--- config.mk ---
export PLATFORM = sky130hd
export DESIGN_NAME = bsd_top
export DESIGN_NICKNAME = d
export VERILOG_FILES = /design/src/hw/bsd_pkg.sv /design/src/hw/bsd_top.sv
export SDC_FILE = /design/constraint.sdc
export NUM_CORES = 1
export LEC_CHECK = 0
export BUFFER_PORTS_ARGS = -buffer_cell sky130_fd_sc_hd__buf_2
export CAP_MARGIN = 25
export CORE_ASPECT_RATIO = 1.2
export CORE_MARGIN = 5
export CORE_UTILIZATION = 43
export DETAILED_ROUTE_END_ITERATION = 8
export PLACE_DENSITY = 0.75
export SETUP_SLACK_MARGIN = 0.3
export SYNTH_ARGS = -nofsm -noshare
export SYNTH_HDL_FRONTEND = slang
export SYNTH_SLANG_ARGS = --single-unit
--- constraint.sdc ---
create_clock -name CLK -period 2.9 [get_ports CLK]
set_input_delay 0.29 -clock CLK [delete_from_list [all_inputs] [get_ports CLK]]
set_output_delay 0.29 -clock CLK [all_outputs]
set_load 0.05 [all_outputs]
--- src/hw/bsd_pkg.sv ---
// Constants for the board status decode and card buffer control block.
// Assumes a 32-bit processor bus with byte addresses and a 250 MHz clock.
package bsd_pkg;
  // ==========================================================================
  // Address decode
  localparam logic [31:0] BSD_REG_BASE    = 32'h0210_0000;
  localparam logic [31:0] BSD_REG_MASK    = 32'hFFFF_C000;
  localparam logic [31:0] BSD_FLASH_BASE  = 32'h0280_0000;
  localparam logic [31:0] BSD_FLASH_MASK  = 32'hFF80_0000;
  localparam int          BSD_IDX_LSB     = 2;
  localparam int          BSD_IDX_MSB     = 3;
  localparam int          BSD_NREGS       = 4;
  localparam int          BSD_HALF_W      = 16;
  localparam int          BSD_DATA_LSB    = 16;
  // ==========================================================================
  // Register indices and bit positions
  localparam logic [1:0]  BSD_IDX_CTRL0   = 2'h0;
  localparam logic [1:0]  BSD_IDX_CTRL1   = 2'h1;
  localparam int          BSD_BIT_FLASH   = 15;
  localparam int          BSD_BIT_CARD    = 14;
  localparam int          BSD_BIT_SERIAL  = 13;
  // ==========================================================================
  // Reset values: everything off so the channel pins are free.
  localparam logic [15:0] BSD_RST_CTRL    = 16'h0000;
endpackage : bsd_pkg

--- src/hw/bsd_top.sv ---
// Board status registers on the processor bus plus card buffer and serial
// transceiver enables. Assumes a synchronous bus strobe from logic on CLK.
//
// Overview of operation
// - Four status registers at word steps, repeating every sixteen bytes.
// - Register contents travel only on the upper sixteen data lines.
// - Card enabled: address and strobe buffers always drive toward card.
// - Card enabled: data buffers on only with a lane enable; direction from read.
// - Card enabled: card status lines pass toward the processor.
// - Card disabled: address, strobe, data, status buffers all tri-stated.
// - Serial transceiver shut down unless enabled; active when enabled.
// - Card indicator lit exactly while card buffers are enabled.
// - Memory decode ignores privilege, instruction/data and DMA origin.
// - Flash answers its select only when the flash enable bit is set.
`timescale 1ns/10ps
module bsd_top
(
  // Clock and reset
  input  wire logic        CLK,
  input  wire logic        RSTN,
  // Processor bus
  input  wire logic        BUS_CS,
  input  wire logic        BUS_WR,
  input  wire logic [31:0] BUS_ADDR,
  input  wire logic [31:0] BUS_WDATA,
  input  wire logic [2:0]  BUS_ACCESS_TYPE,
  output logic      [31:0] BUS_RDATA,
  output logic      [31:0] BUS_RDATA_OE,
  // Memory selects
  output logic             FLASH_SEL,
  // Card channel
  input  wire logic        CARD_LANE_ENABLE_LOW_N,
  input  wire logic        CARD_LANE_ENABLE_HIGH_N,
  input  wire logic        CARD_READ,
  output logic             CARD_ADDR_BUF_OE,
  output logic             CARD_DATA_BUF_OE,
  output logic             CARD_DATA_TO_CARD,
  output logic             CARD_STATUS_BUF_OE,
  output logic             CARD_LED,
  // Serial channel one transceiver
  output logic             SERIAL_SHUTDOWN_N,
  // Board switches shown in register zero
  input  wire logic [3:0]  SW_OPTIONS
);
  import bsd_pkg::*;

  // ==========================================================================
  // Decode
  logic              reg_hit;
  logic [1:0]        reg_idx;
  logic [BSD_HALF_W-1:0] regs_q [BSD_NREGS];
  logic [3:0]        sw_meta_q;
  logic [3:0]        sw_sync_q;
  logic [1:0]        lane_meta_q;
  logic [1:0]        lane_sync_q;
  logic              dir_meta_q;
  logic              dir_sync_q;
  logic              card_on;
  logic              flash_on;
  logic              serial_on;

  // Window test shared by the register and flash decodes. The access type tag never
  // enters it, so user, supervisor, fetch, data and DMA cycles are all served alike.
  function automatic logic bsd_in_window(input logic [31:0] addr,
                                         input logic [31:0] base,
                                         input logic [31:0] mask);
    return (addr & mask) == base;
  endfunction : bsd_in_window

  // Places a register half word on the upper data lines; the lower lines stay zero.
  function automatic logic [31:0] bsd_upper_word(input logic [BSD_HALF_W-1:0] half);
    return {half, 16'h0000};
  endfunction : bsd_upper_word

  // Control bit lookup in register one, shared by every board control below.
  function automatic logic bsd_ctrl_bit(input logic [BSD_HALF_W-1:0] ctrl,
                                        input int                    pos);
    return ctrl[pos];
  endfunction : bsd_ctrl_bit

  assign reg_hit = BUS_CS && bsd_in_window(BUS_ADDR, BSD_REG_BASE, BSD_REG_MASK);
  // Only two index bits take part, so the set of four repeats every sixteen bytes.
  assign reg_idx = BUS_ADDR[BSD_IDX_MSB:BSD_IDX_LSB];

  // ==========================================================================
  // Registers: only the upper half of the write data is used.
  // Register zero is never written; it only mirrors the switches.
  always_ff @(posedge CLK)
  begin
    if (!RSTN)
    begin
      for (int i = 0; i < BSD_NREGS; i++)
        regs_q[i] <= BSD_RST_CTRL;
    end
    else if (reg_hit && BUS_WR && reg_idx != BSD_IDX_CTRL0)
    begin
      regs_q[reg_idx] <= BUS_WDATA[31:BSD_DATA_LSB];
    end
  end

  // Switches, lane enables and the transfer direction come from pins and pass two
  // flip-flops first. Lane enables reset to their idle high level, so no lane request
  // is seen while the pins settle; the direction resets toward the processor.
  always_ff @(posedge CLK)
  begin
    if (!RSTN)
    begin
      sw_meta_q   <= 4'h0;
      sw_sync_q   <= 4'h0;
      lane_meta_q <= 2'h3;
      lane_sync_q <= 2'h3;
      dir_meta_q  <= 1'b1;
      dir_sync_q  <= 1'b1;
    end
    else
    begin
      sw_meta_q   <= SW_OPTIONS;
      sw_sync_q   <= sw_meta_q;
      lane_meta_q <= {CARD_LANE_ENABLE_HIGH_N, CARD_LANE_ENABLE_LOW_N};
      lane_sync_q <= lane_meta_q;
      dir_meta_q  <= CARD_READ;
      dir_sync_q  <= dir_meta_q;
    end
  end

  // ==========================================================================
  // Read path: register zero is read-only and shows the switches.
  // Data is registered, so it stands for the single cycle after the read.
  always_ff @(posedge CLK)
  begin
    if (!RSTN)
    begin
      BUS_RDATA    <= 32'h0000_0000;
      BUS_RDATA_OE <= 32'h0000_0000;
    end
    else if (reg_hit && !BUS_WR)
    begin
      if (reg_idx == BSD_IDX_CTRL0)
        BUS_RDATA <= bsd_upper_word({12'h000, sw_sync_q});
      else
        BUS_RDATA <= bsd_upper_word(regs_q[reg_idx]);
      BUS_RDATA_OE <= 32'hFFFF_0000;
    end
    else
    begin
      BUS_RDATA    <= 32'h0000_0000;
      BUS_RDATA_OE <= 32'h0000_0000;
    end
  end

  // ==========================================================================
  // Board controls
  // All enables sit in register one and clear at reset, which frees the channel pins.
  assign card_on   = bsd_ctrl_bit(regs_q[BSD_IDX_CTRL1], BSD_BIT_CARD);
  assign flash_on  = bsd_ctrl_bit(regs_q[BSD_IDX_CTRL1], BSD_BIT_FLASH);
  assign serial_on = bsd_ctrl_bit(regs_q[BSD_IDX_CTRL1], BSD_BIT_SERIAL);

  // With the flash disabled its select stays low and is left to an off-board device.
  assign FLASH_SEL = BUS_CS && flash_on
                     && bsd_in_window(BUS_ADDR, BSD_FLASH_BASE, BSD_FLASH_MASK);

  assign CARD_ADDR_BUF_OE   = card_on;
  assign CARD_STATUS_BUF_OE = card_on;
  assign CARD_DATA_BUF_OE   = card_on && (lane_sync_q != 2'h3);
  // The direction pin is synchronised like the lane enables, so both settle together.
  assign CARD_DATA_TO_CARD  = !dir_sync_q;
  assign CARD_LED           = card_on;
  assign SERIAL_SHUTDOWN_N  = serial_on;
endmodule : bsd_top

-- Word level (Yosys, flattened, before mapping)
Memory sizes are Yosys's and may differ from the RTL's.
Index checks and enable logic that the tools add are counted.
- register bits after elaboration: 78
- bits in writable memories: 64
- memories kept: 1
- input bits: 78
- logic and storage cells: 38
- memory bits (read-only): 0
- output and inout bits: 71
- latch bits: 0
- shift operators: 0
- muxes and demuxes: 9
- reductions and logical operators: 14
- add/sub/neg operators: 0
- divide/modulo/power cells: 0
- eq/ne operators: 3
- multipliers: 0
- order comparisons: 0
- bitwise logic cells: 2
- memory list (memory ; words ; bits a word ; read ports ; clocked after memory_dff ; write ports ; RTL line ; RTL):
    regs_q ; 4 ; 16 ; 2 ; 0 ; 4 ; bsd_top.sv:51 ; logic [BSD_HALF_W-1:0] regs_q [BSD_NREGS];
- operators with widths (operator ; number):
    2-to-1 mux 32 bit ; 1
    2-to-1 mux 20 bit ; 1
    equality test 18 x 12 -> 1 bit, second input constant ; 1
    2-to-1 mux 16 bit ; 1
    OR reduction 16 bit ; 1
    equality test 9 x 3 -> 1 bit, second input constant ; 1
    logical AND 1 bit ; 7
    2-to-1 mux 1 bit ; 5
    OR reduction 3 bit ; 1
    logical NOT 1 bit ; 2
    logical NOT 2 bit ; 1
    2-to-1 mux 2 bit ; 1
    != test 2 bit, second input constant ; 1
    NOT 1 bit ; 2
    AND reduction 2 bit ; 1
    nonzero test 2 bit ; 1

-- Longest topological paths before layout
Gate-level depths: netlist of the first run.
- depth in word-level cells: 9
- mapped depth: 5
- gate-level depth less buffers: 3

-- Worst setup path before layout of the first run
Ideal clock, no wire load.
- kind: input port to flip-flop
- start: input port BUS_ADDR[29]
- end: memory regs_q[3][0] (enable)
- slack: 0.139 ns
- data required time: 2.486 ns
- setup time: 0.414 ns
- path buffers: 0
- arrival time: 2.347 ns
- cell stages on the path: 3
- cell sequence: nor4b_4 -> nand2_2 -> o31ai_1
- RTL lines (item ; RTL line ; RTL):
    start: declaration ; bsd_top.sv:24 ; input wire logic [31:0] BUS_ADDR,
    end: declaration ; bsd_top.sv:51 ;

-- Final worst setup path of the first run
- start: input port BUS_ADDR[29]
- end: output port FLASH_SEL
- word-level cells in the longest chain between the ends: 2
- RTL lines (item ; RTL line ; RTL):
    equality test 9 x 3 -> 1 bit ; bsd_top.sv:67 ; return (addr & mask) == base;
    logical AND 1 bit ; bsd_top.sv:160 ; && bsd_in_window(BUS_ADDR, BSD_FLASH_BASE, BSD_FLASH_MASK);
    end: declaration ; bsd_top.sv:30 ; output logic FLASH_SEL,
No other way between the ends.

==> flow_summary.yaml, run 1 <==
power:
  pwr-share-seq: 0.533
  p_leak_uw: 0.00165
  p_total_uw: 2330
  p_per_area_nw_per_um2: 557
  vdd.ir_drop.worst_mv: 0.204
  p_clk_frac: 0.351
  p_sw_uw: 574
  comb_power_share: 0.116
  power_switching_share: 0.247
  p_int_uw: 1750
synthesis:
  async_reset_ff_frac: 0
  synth.avg_cell_area_sq_um: 11.7
  yosysMostFrequentCell: "nor3_1"
  synthCells: 315
  synth_flop_cell: "edfxtp_1"
  synth_area_leaders: "edfxtp_1 (39%), dfxtp_1 (17%), buf_4 (10%), nor3_1 (8.0%), mux2_2 (3.7%)"
  synth-seq-area-share: 0.559
  synthTopCellsByCount: "nor3_1 (59), buf_4 (49), edfxtp_1 (48)"
  yosysWarnings: 0
  synth_edf_count: 48
  synthDistinctLibCells: 34
  synth_top_area_frac: 0.391
  yosys.area.top_type: "edfxtp_1"
  ys_ff_latch: 79
  synthesis.area_sq_um: 3690
global_routing:
  antenna_found_initial: 0
  grt-ovfl-total: 0
  grt_max_degree: 48
  grt_usage: 0.146
  grt_pass1_wl_um: 11900
  grt_pass1_vias: 2503
clocking:
  clk-insertion-delay-late_ps: 340
  cts_setup_buffers: 0
  ctsHoldBuffers: 0
  cts_buffer_depth: 2
  cts_resized: 0
  clock_sinks: 79
  clk_pin_slew_worst_paths_ps: 70
  cts_made_buffers: 9
  cts_tree: "yes"
  htree_levels: 3
  root_buffer: "clkbuf_8"
critical_path:
  critical_path.endpoint: "FLASH_SEL"
  crit_type: "in -> out"
  cp-start-kind: "input port"
  r2r_end: "BUS_RDATA[18]$_SDFF_PN0_"
  arrival_ps: 1670
  rr_worst_depth: 2
  crit_fanout: 5
  regToRegSetupSlack_ps: 1800
  crit_required_ps: 2610
  reg2reg_from: "regs_q[2][2]$_SDFFCE_PN0P_"
  crit_start: "BUS_ADDR[29]"
  end_kind: "primary output"
run:
  maxCapViolations: 0
drt:
  drc_errors: 0
  antenna_left: 0
  drt_iter0_drc: 130
  wl_per_cell_um: 14.9
  drt_wl_total_um: 7480
  vias: 2494
  firstDrtPassIters: 4
  viasPerCell: 4.97
timing:
  final.setup.tns_ps: 0
  finClkSkew_ps: 3.42
  finalHoldViolCount: 0
  drv_slew: 0
  finalSetupViolations: 0
  fin_ws_ps: 942
  period_needed_ps: 1960
  max_freq_mhz: 511
  max-slew-margin-rel: 0.563
  worstMarginPinSlew_ps: 652
  finalCritPeriodShare: 0.675
  rsz0062_at_grt: "false"
placed_design:
  dpl_cell_area_sq_um: 3980
  routabilityCongestion: 0.769
  dpl.hpwl_um: 5150
  placedCellCount: 486
  io_buffers: 85
  pre_cts_ws_ps: 752
finish:
  antenna_cells: 0
  syn2layout_area_growth_pct: 13.2
  finalNonFillerCells: 502
  final_layout_size_suffix_gt1_frac: 0.356
  final_nets: 458
  design_area_sq_um: 4180
floorplan:
  die_area_sq_um: 10500
  die_height_um: 111
  die_w_um: 94.6
  initial_utilization: 0.436
  core_area_sq_um: 8470
  placementRows: 37
  io_pins: 149
outcome:
  status: "finished, final reports clean"
min_path:
  hold_class: "in -> reg"
[metrics by stage]
step	hold slack [ps]	utilization
2_1_floorplan	386	-
3_3_place_gp	389	0.470
3_5_place_dp	398	0.470
4_1_cts	106	0.493
5_1_grt	109	0.493
6_report	120	0.493
[state kept, by name, summed over array words and instances, names as in the netlist]
register      count
BUS_RDATA_OE      1
dir_meta_q        1
lane_meta_q       2
dir_sync_q        1
lane_sync_q       2
sw_meta_q         4
regs_q           48
sw_sync_q         4
BUS_RDATA        16
[power groups by stage]
stage | registers [uW] | clock network (uW) | logic, uW
after detailed placement | 1270 | 0 | 270
after CTS | 1240 | 828 | 271
after global placement | 1260 | 0 | 267
after global routing | 1240 | 876 | 291
final | 1240 | 816 | 271
after floorplan | 1270 | 0 | 233
[critical path, stage by stage]
cell     delay [ps]
buf_2           110
nor4b_4         620
nand3_1         140
nor3b_1         210
buf_2           290
[worst min path at each step]
stage                         startpoint                         to  slack, ps  cells after the start
5_1_grt           CARD_LANE_ENABLE_LOW_N  lane_meta_q[0]$_SDFF_PN1_        110                      2
2_1_floorplan      dir_meta_q$_SDFF_PN1_      dir_sync_q$_SDFF_PN1_        390                      1
3_5_place_dp   lane_meta_q[1]$_SDFF_PN1_  lane_sync_q[1]$_SDFF_PN1_        400                      1
3_3_place_gp       dir_meta_q$_SDFF_PN1_      dir_sync_q$_SDFF_PN1_        390                      1
6_report                       CARD_READ      dir_meta_q$_SDFF_PN1_        120                      2
4_1_cts                        CARD_READ      dir_meta_q$_SDFF_PN1_        110                      2
[area by class of cell]
| cell class | instances | area, sq um |
|---|---|---|
| Clock inverter | 3 | 40.0 |
| Sequential cell | 79 | 2060 |
| Tap cell | 117 | 146 |
| Multi-Input combinational cell | 191 | 1240 |
| Timing Repair Buffer | 98 | 523 |
| Fill cell | 759 | 4290 |
| Clock buffer | 13 | 160 |
| Inverter | 1 | 3.75 |
[cell usage in the layout (no fill, tap or decap)]
cell type	instances
nand4_1	16
nand3_1	2
a22oi_1	12
nor4b_2	1
clkbuf_8	9
nor2_1	2
nor3b_1	5
nor4b_1	1
inv_1	1
nor4b_4	1
nand4_4	2
clkbuf_1	3
nand4b_4	1
conb_1	32
nor3_2	1
a21boi_0	1
nor3_1	59
o31ai_2	1
dfxtp_1	31
nand4b_1	1
nor4_4	1
buf_4	13
mux4_2	4
o21ai_1	2
nand2_2	1
edfxtp_1	48
and2_1	8
clkbuf_16	1
nand2_1	16
mux2_2	12
or2_2	1
bufinv_16	1
nor2b_1	2
nand2b_1	6
buf_2	85
clkinv_2	2
[metal layers]
layer,share of wire,up-vias,global-route usage
met1,0.36,1149,0.158
met5,0,-,0
met3,0.12,12,0.0453
met2,0.51,137,0.257
met4,0.017,0,0.0703
li1,-,1196,-
[cell families (layout without fill, tap and decap cells)]
logic type / after synthesis / count (layout) / synth area share
other: 1 / 32 / 0.00102
AND/OR/NAND/NOR: 127 / 127 / 0.211
flip-flops: 79 / 79 / 0.559
multiplexers: 16 / 16 / 0.0610
buffers and inverters: 76 / 115 / 0.137
AO/OA/AOI/OAI: 16 / 16 / 0.0312
Power figures use the tool's default switching activity.
==> inputs of run 2 (changes only) <==
==> constraint.sdc (replaced) <==
create_clock -name CLK -period 1.75 [get_ports CLK]
set_input_delay 0.175 -clock CLK [delete_from_list [all_inputs] [get_ports CLK]]
set_output_delay 0.175 -clock CLK [all_outputs]
set_load 0.05 [all_outputs]
==> run 2 against run 1 <==
Count of clock-buffer cells in the layout is 1 higher. Sequential power is 66% higher. Sequential cell count stayed put. Wire length is 2.3% higher. Clock skew is 1.8 ps higher. Worst setup slack worse by 590 ps. Critical path depth is 1 higher. Clock power is 67% higher. Sequential share of layout area is 2.1 points lower. Critical endpoint unchanged. Largest cell class unchanged. Largest power group unchanged.
==> flow_summary.yaml, run 2 (synthesis results as in run 1) <==
clocking:
  clk_pin_slew_worst_paths_ps: 70
  clk-insertion-delay-late_ps: 350
  root_buffer: "clkbuf_8"
  cts_tree: "yes"
  htree_levels: 3
  clock_sinks: 79
  cts_buffer_depth: 2
  cts_made_buffers: 9
drt:
  viasPerCell: 5.00
  vias: 2580
  drt_wl_total_um: 7650
  antenna_left: 0
  drc_errors: 0
  drt_iter0_drc: 142
  firstDrtPassIters: 4
  wl_per_cell_um: 14.8
timing:
  finalHoldViolCount: 0
  finalSetupViolations: 0
  max_freq_mhz: 716
  rsz0062_at_grt: "true"
  final.setup.tns_ps: 0
  drv_slew: 0
  period_needed_ps: 1400
  finClkSkew_ps: 5.19
  finalCritPeriodShare: 0.799
  fin_ws_ps: 353
floorplan:
  die_height_um: 111
  core_area_sq_um: 8470
  die_area_sq_um: 10500
  io_pins: 149
  placementRows: 37
  die_w_um: 94.6
  initial_utilization: 0.436
critical_path:
  cp-start-kind: "input port"
  crit_required_ps: 1570
  regToRegSetupSlack_ps: 630
  crit_fanout: 5
  path_cells: "buf_2 -> nor4b_4 -> buf_6 -> nand3_1 -> nor3b_2 -> buf_4"
  r2r_end: "BUS_RDATA[18]$_SDFF_PN0_"
  end_kind: "primary output"
  rr_worst_depth: 2
  crit_type: "in -> out"
  reg2reg_from: "regs_q[3][2]$_DFFE_PP_"
  arrival_ps: 1220
  cpMaxStageDelayCell: "nor4b_4"
  slowest_delay_ps: 280
finish:
  syn2layout_area_growth_pct: 18.4
  utilization: 0.516
  largest_register: "regs_q"
  final_layout_size_suffix_gt1_frac: 0.383
  final_nets: 472
  largest_register_ffs: 48
  final_common_cell: "buf_2"
  antenna_cells: 0
  fill_cells: 737
  top_regs: "regs_q x48, BUS_RDATA x16"
  final_cell_mix: "buf_2 (83), nor3_1 (59), edfxtp_1 (48)"
min_path:
  hold_class: "in -> reg"
  min_path_cells: 2
  min_from: "SW_OPTIONS[1]"
  holdPathEnd: "sw_meta_q[1]$_SDFF_PN0_"
power:
  p_per_area_nw_per_um2: 892
  p_leak_uw: 0.00174
  vdd.ir_drop.worst_mv: 0.320
  p_total_uw: 3900
global_routing:
  grt_usage: 0.149
  grt_pass1_vias: 2496
  grt-ovfl-total: 0
  grt_max_degree: 48
  antenna_found_initial: 0
  grt_pass1_wl_um: 12000
placed_design:
  pre_cts_ws_ps: 69.9
  routabilityCongestion: 0.811
  io_buffers: 85
  dpl.hpwl_um: 5460
run:
  maxCapViolations: 0
outcome:
  status: "finished, final reports clean"
run 2: worst max-delay path by stage:
stage	startpoint	to	slack [ps]	cells past startpoint
after floorplan	BUS_ADDR[30]	regs_q[3][0]$_DFFE_PP_	-90	3
after global placement	BUS_ADDR[15]	regs_q[3][11]$_DFFE_PP_	100	6
after detailed placement	BUS_ADDR[27]	regs_q[3][10]$_DFFE_PP_	70	6
after CTS	BUS_ADDR[30]	FLASH_SEL	310	6
after global routing	BUS_ADDR[30]	FLASH_SEL	280	6
final	BUS_ADDR[30]	FLASH_SEL	350	6
run 2: critical path: cells and delay by family:
family | cells | cell delay (ps)
AND/OR/NAND/NOR | 3 | 540
buffers and inverters | 3 | 500
run 2: metal layers:
layer,global-route usage,part of all wire
met1,0.173,0.38
met2,0.241,0.50
met3,0.0358,0.092
met4,0.0962,0.033
met5,0,0
run 2: cell type report:
type	instances	area, sq um	area share
Clock buffer	14	205	0.0470
Clock inverter	2	7.51	0.00172
Timing Repair Buffer	112	669	0.153
Multi-Input combinational cell	191	1270	0.292
Inverter	1	3.75	0.000859
Tap cell	117	146	0.0335
Sequential cell	79	2060	0.472
run 2: stage by stage:
step                instance area (sq um)  hold slack, ps  instances
CTS                                  4340            7.53        513
global route                         4370            26.3        516
global placement                     4100             355        494
floorplan                            3840             276        346
detailed placement                   4100             361        494
finish                               4370            25.5        516
run 2: report_power, final:
group / switching (uW) / leakage (uW) / total, uW / internal (uW)
registers: 19.9 / 0.000709 / 2060 / 2040
clock network: 601 / 0.000108 / 1360 / 757
logic: 333 / 0.000920 / 486 / 153
total: 953 / 0.00174 / 3900 / 2950
run 2: what timing repair did:
item,CTS,global route
setup endpoints to repair,2,18
endpoints found under the hold margin,3,0
resized for setup,2,2
pin swaps,0,0
setup buffers,0,3
hold buffers,3,0
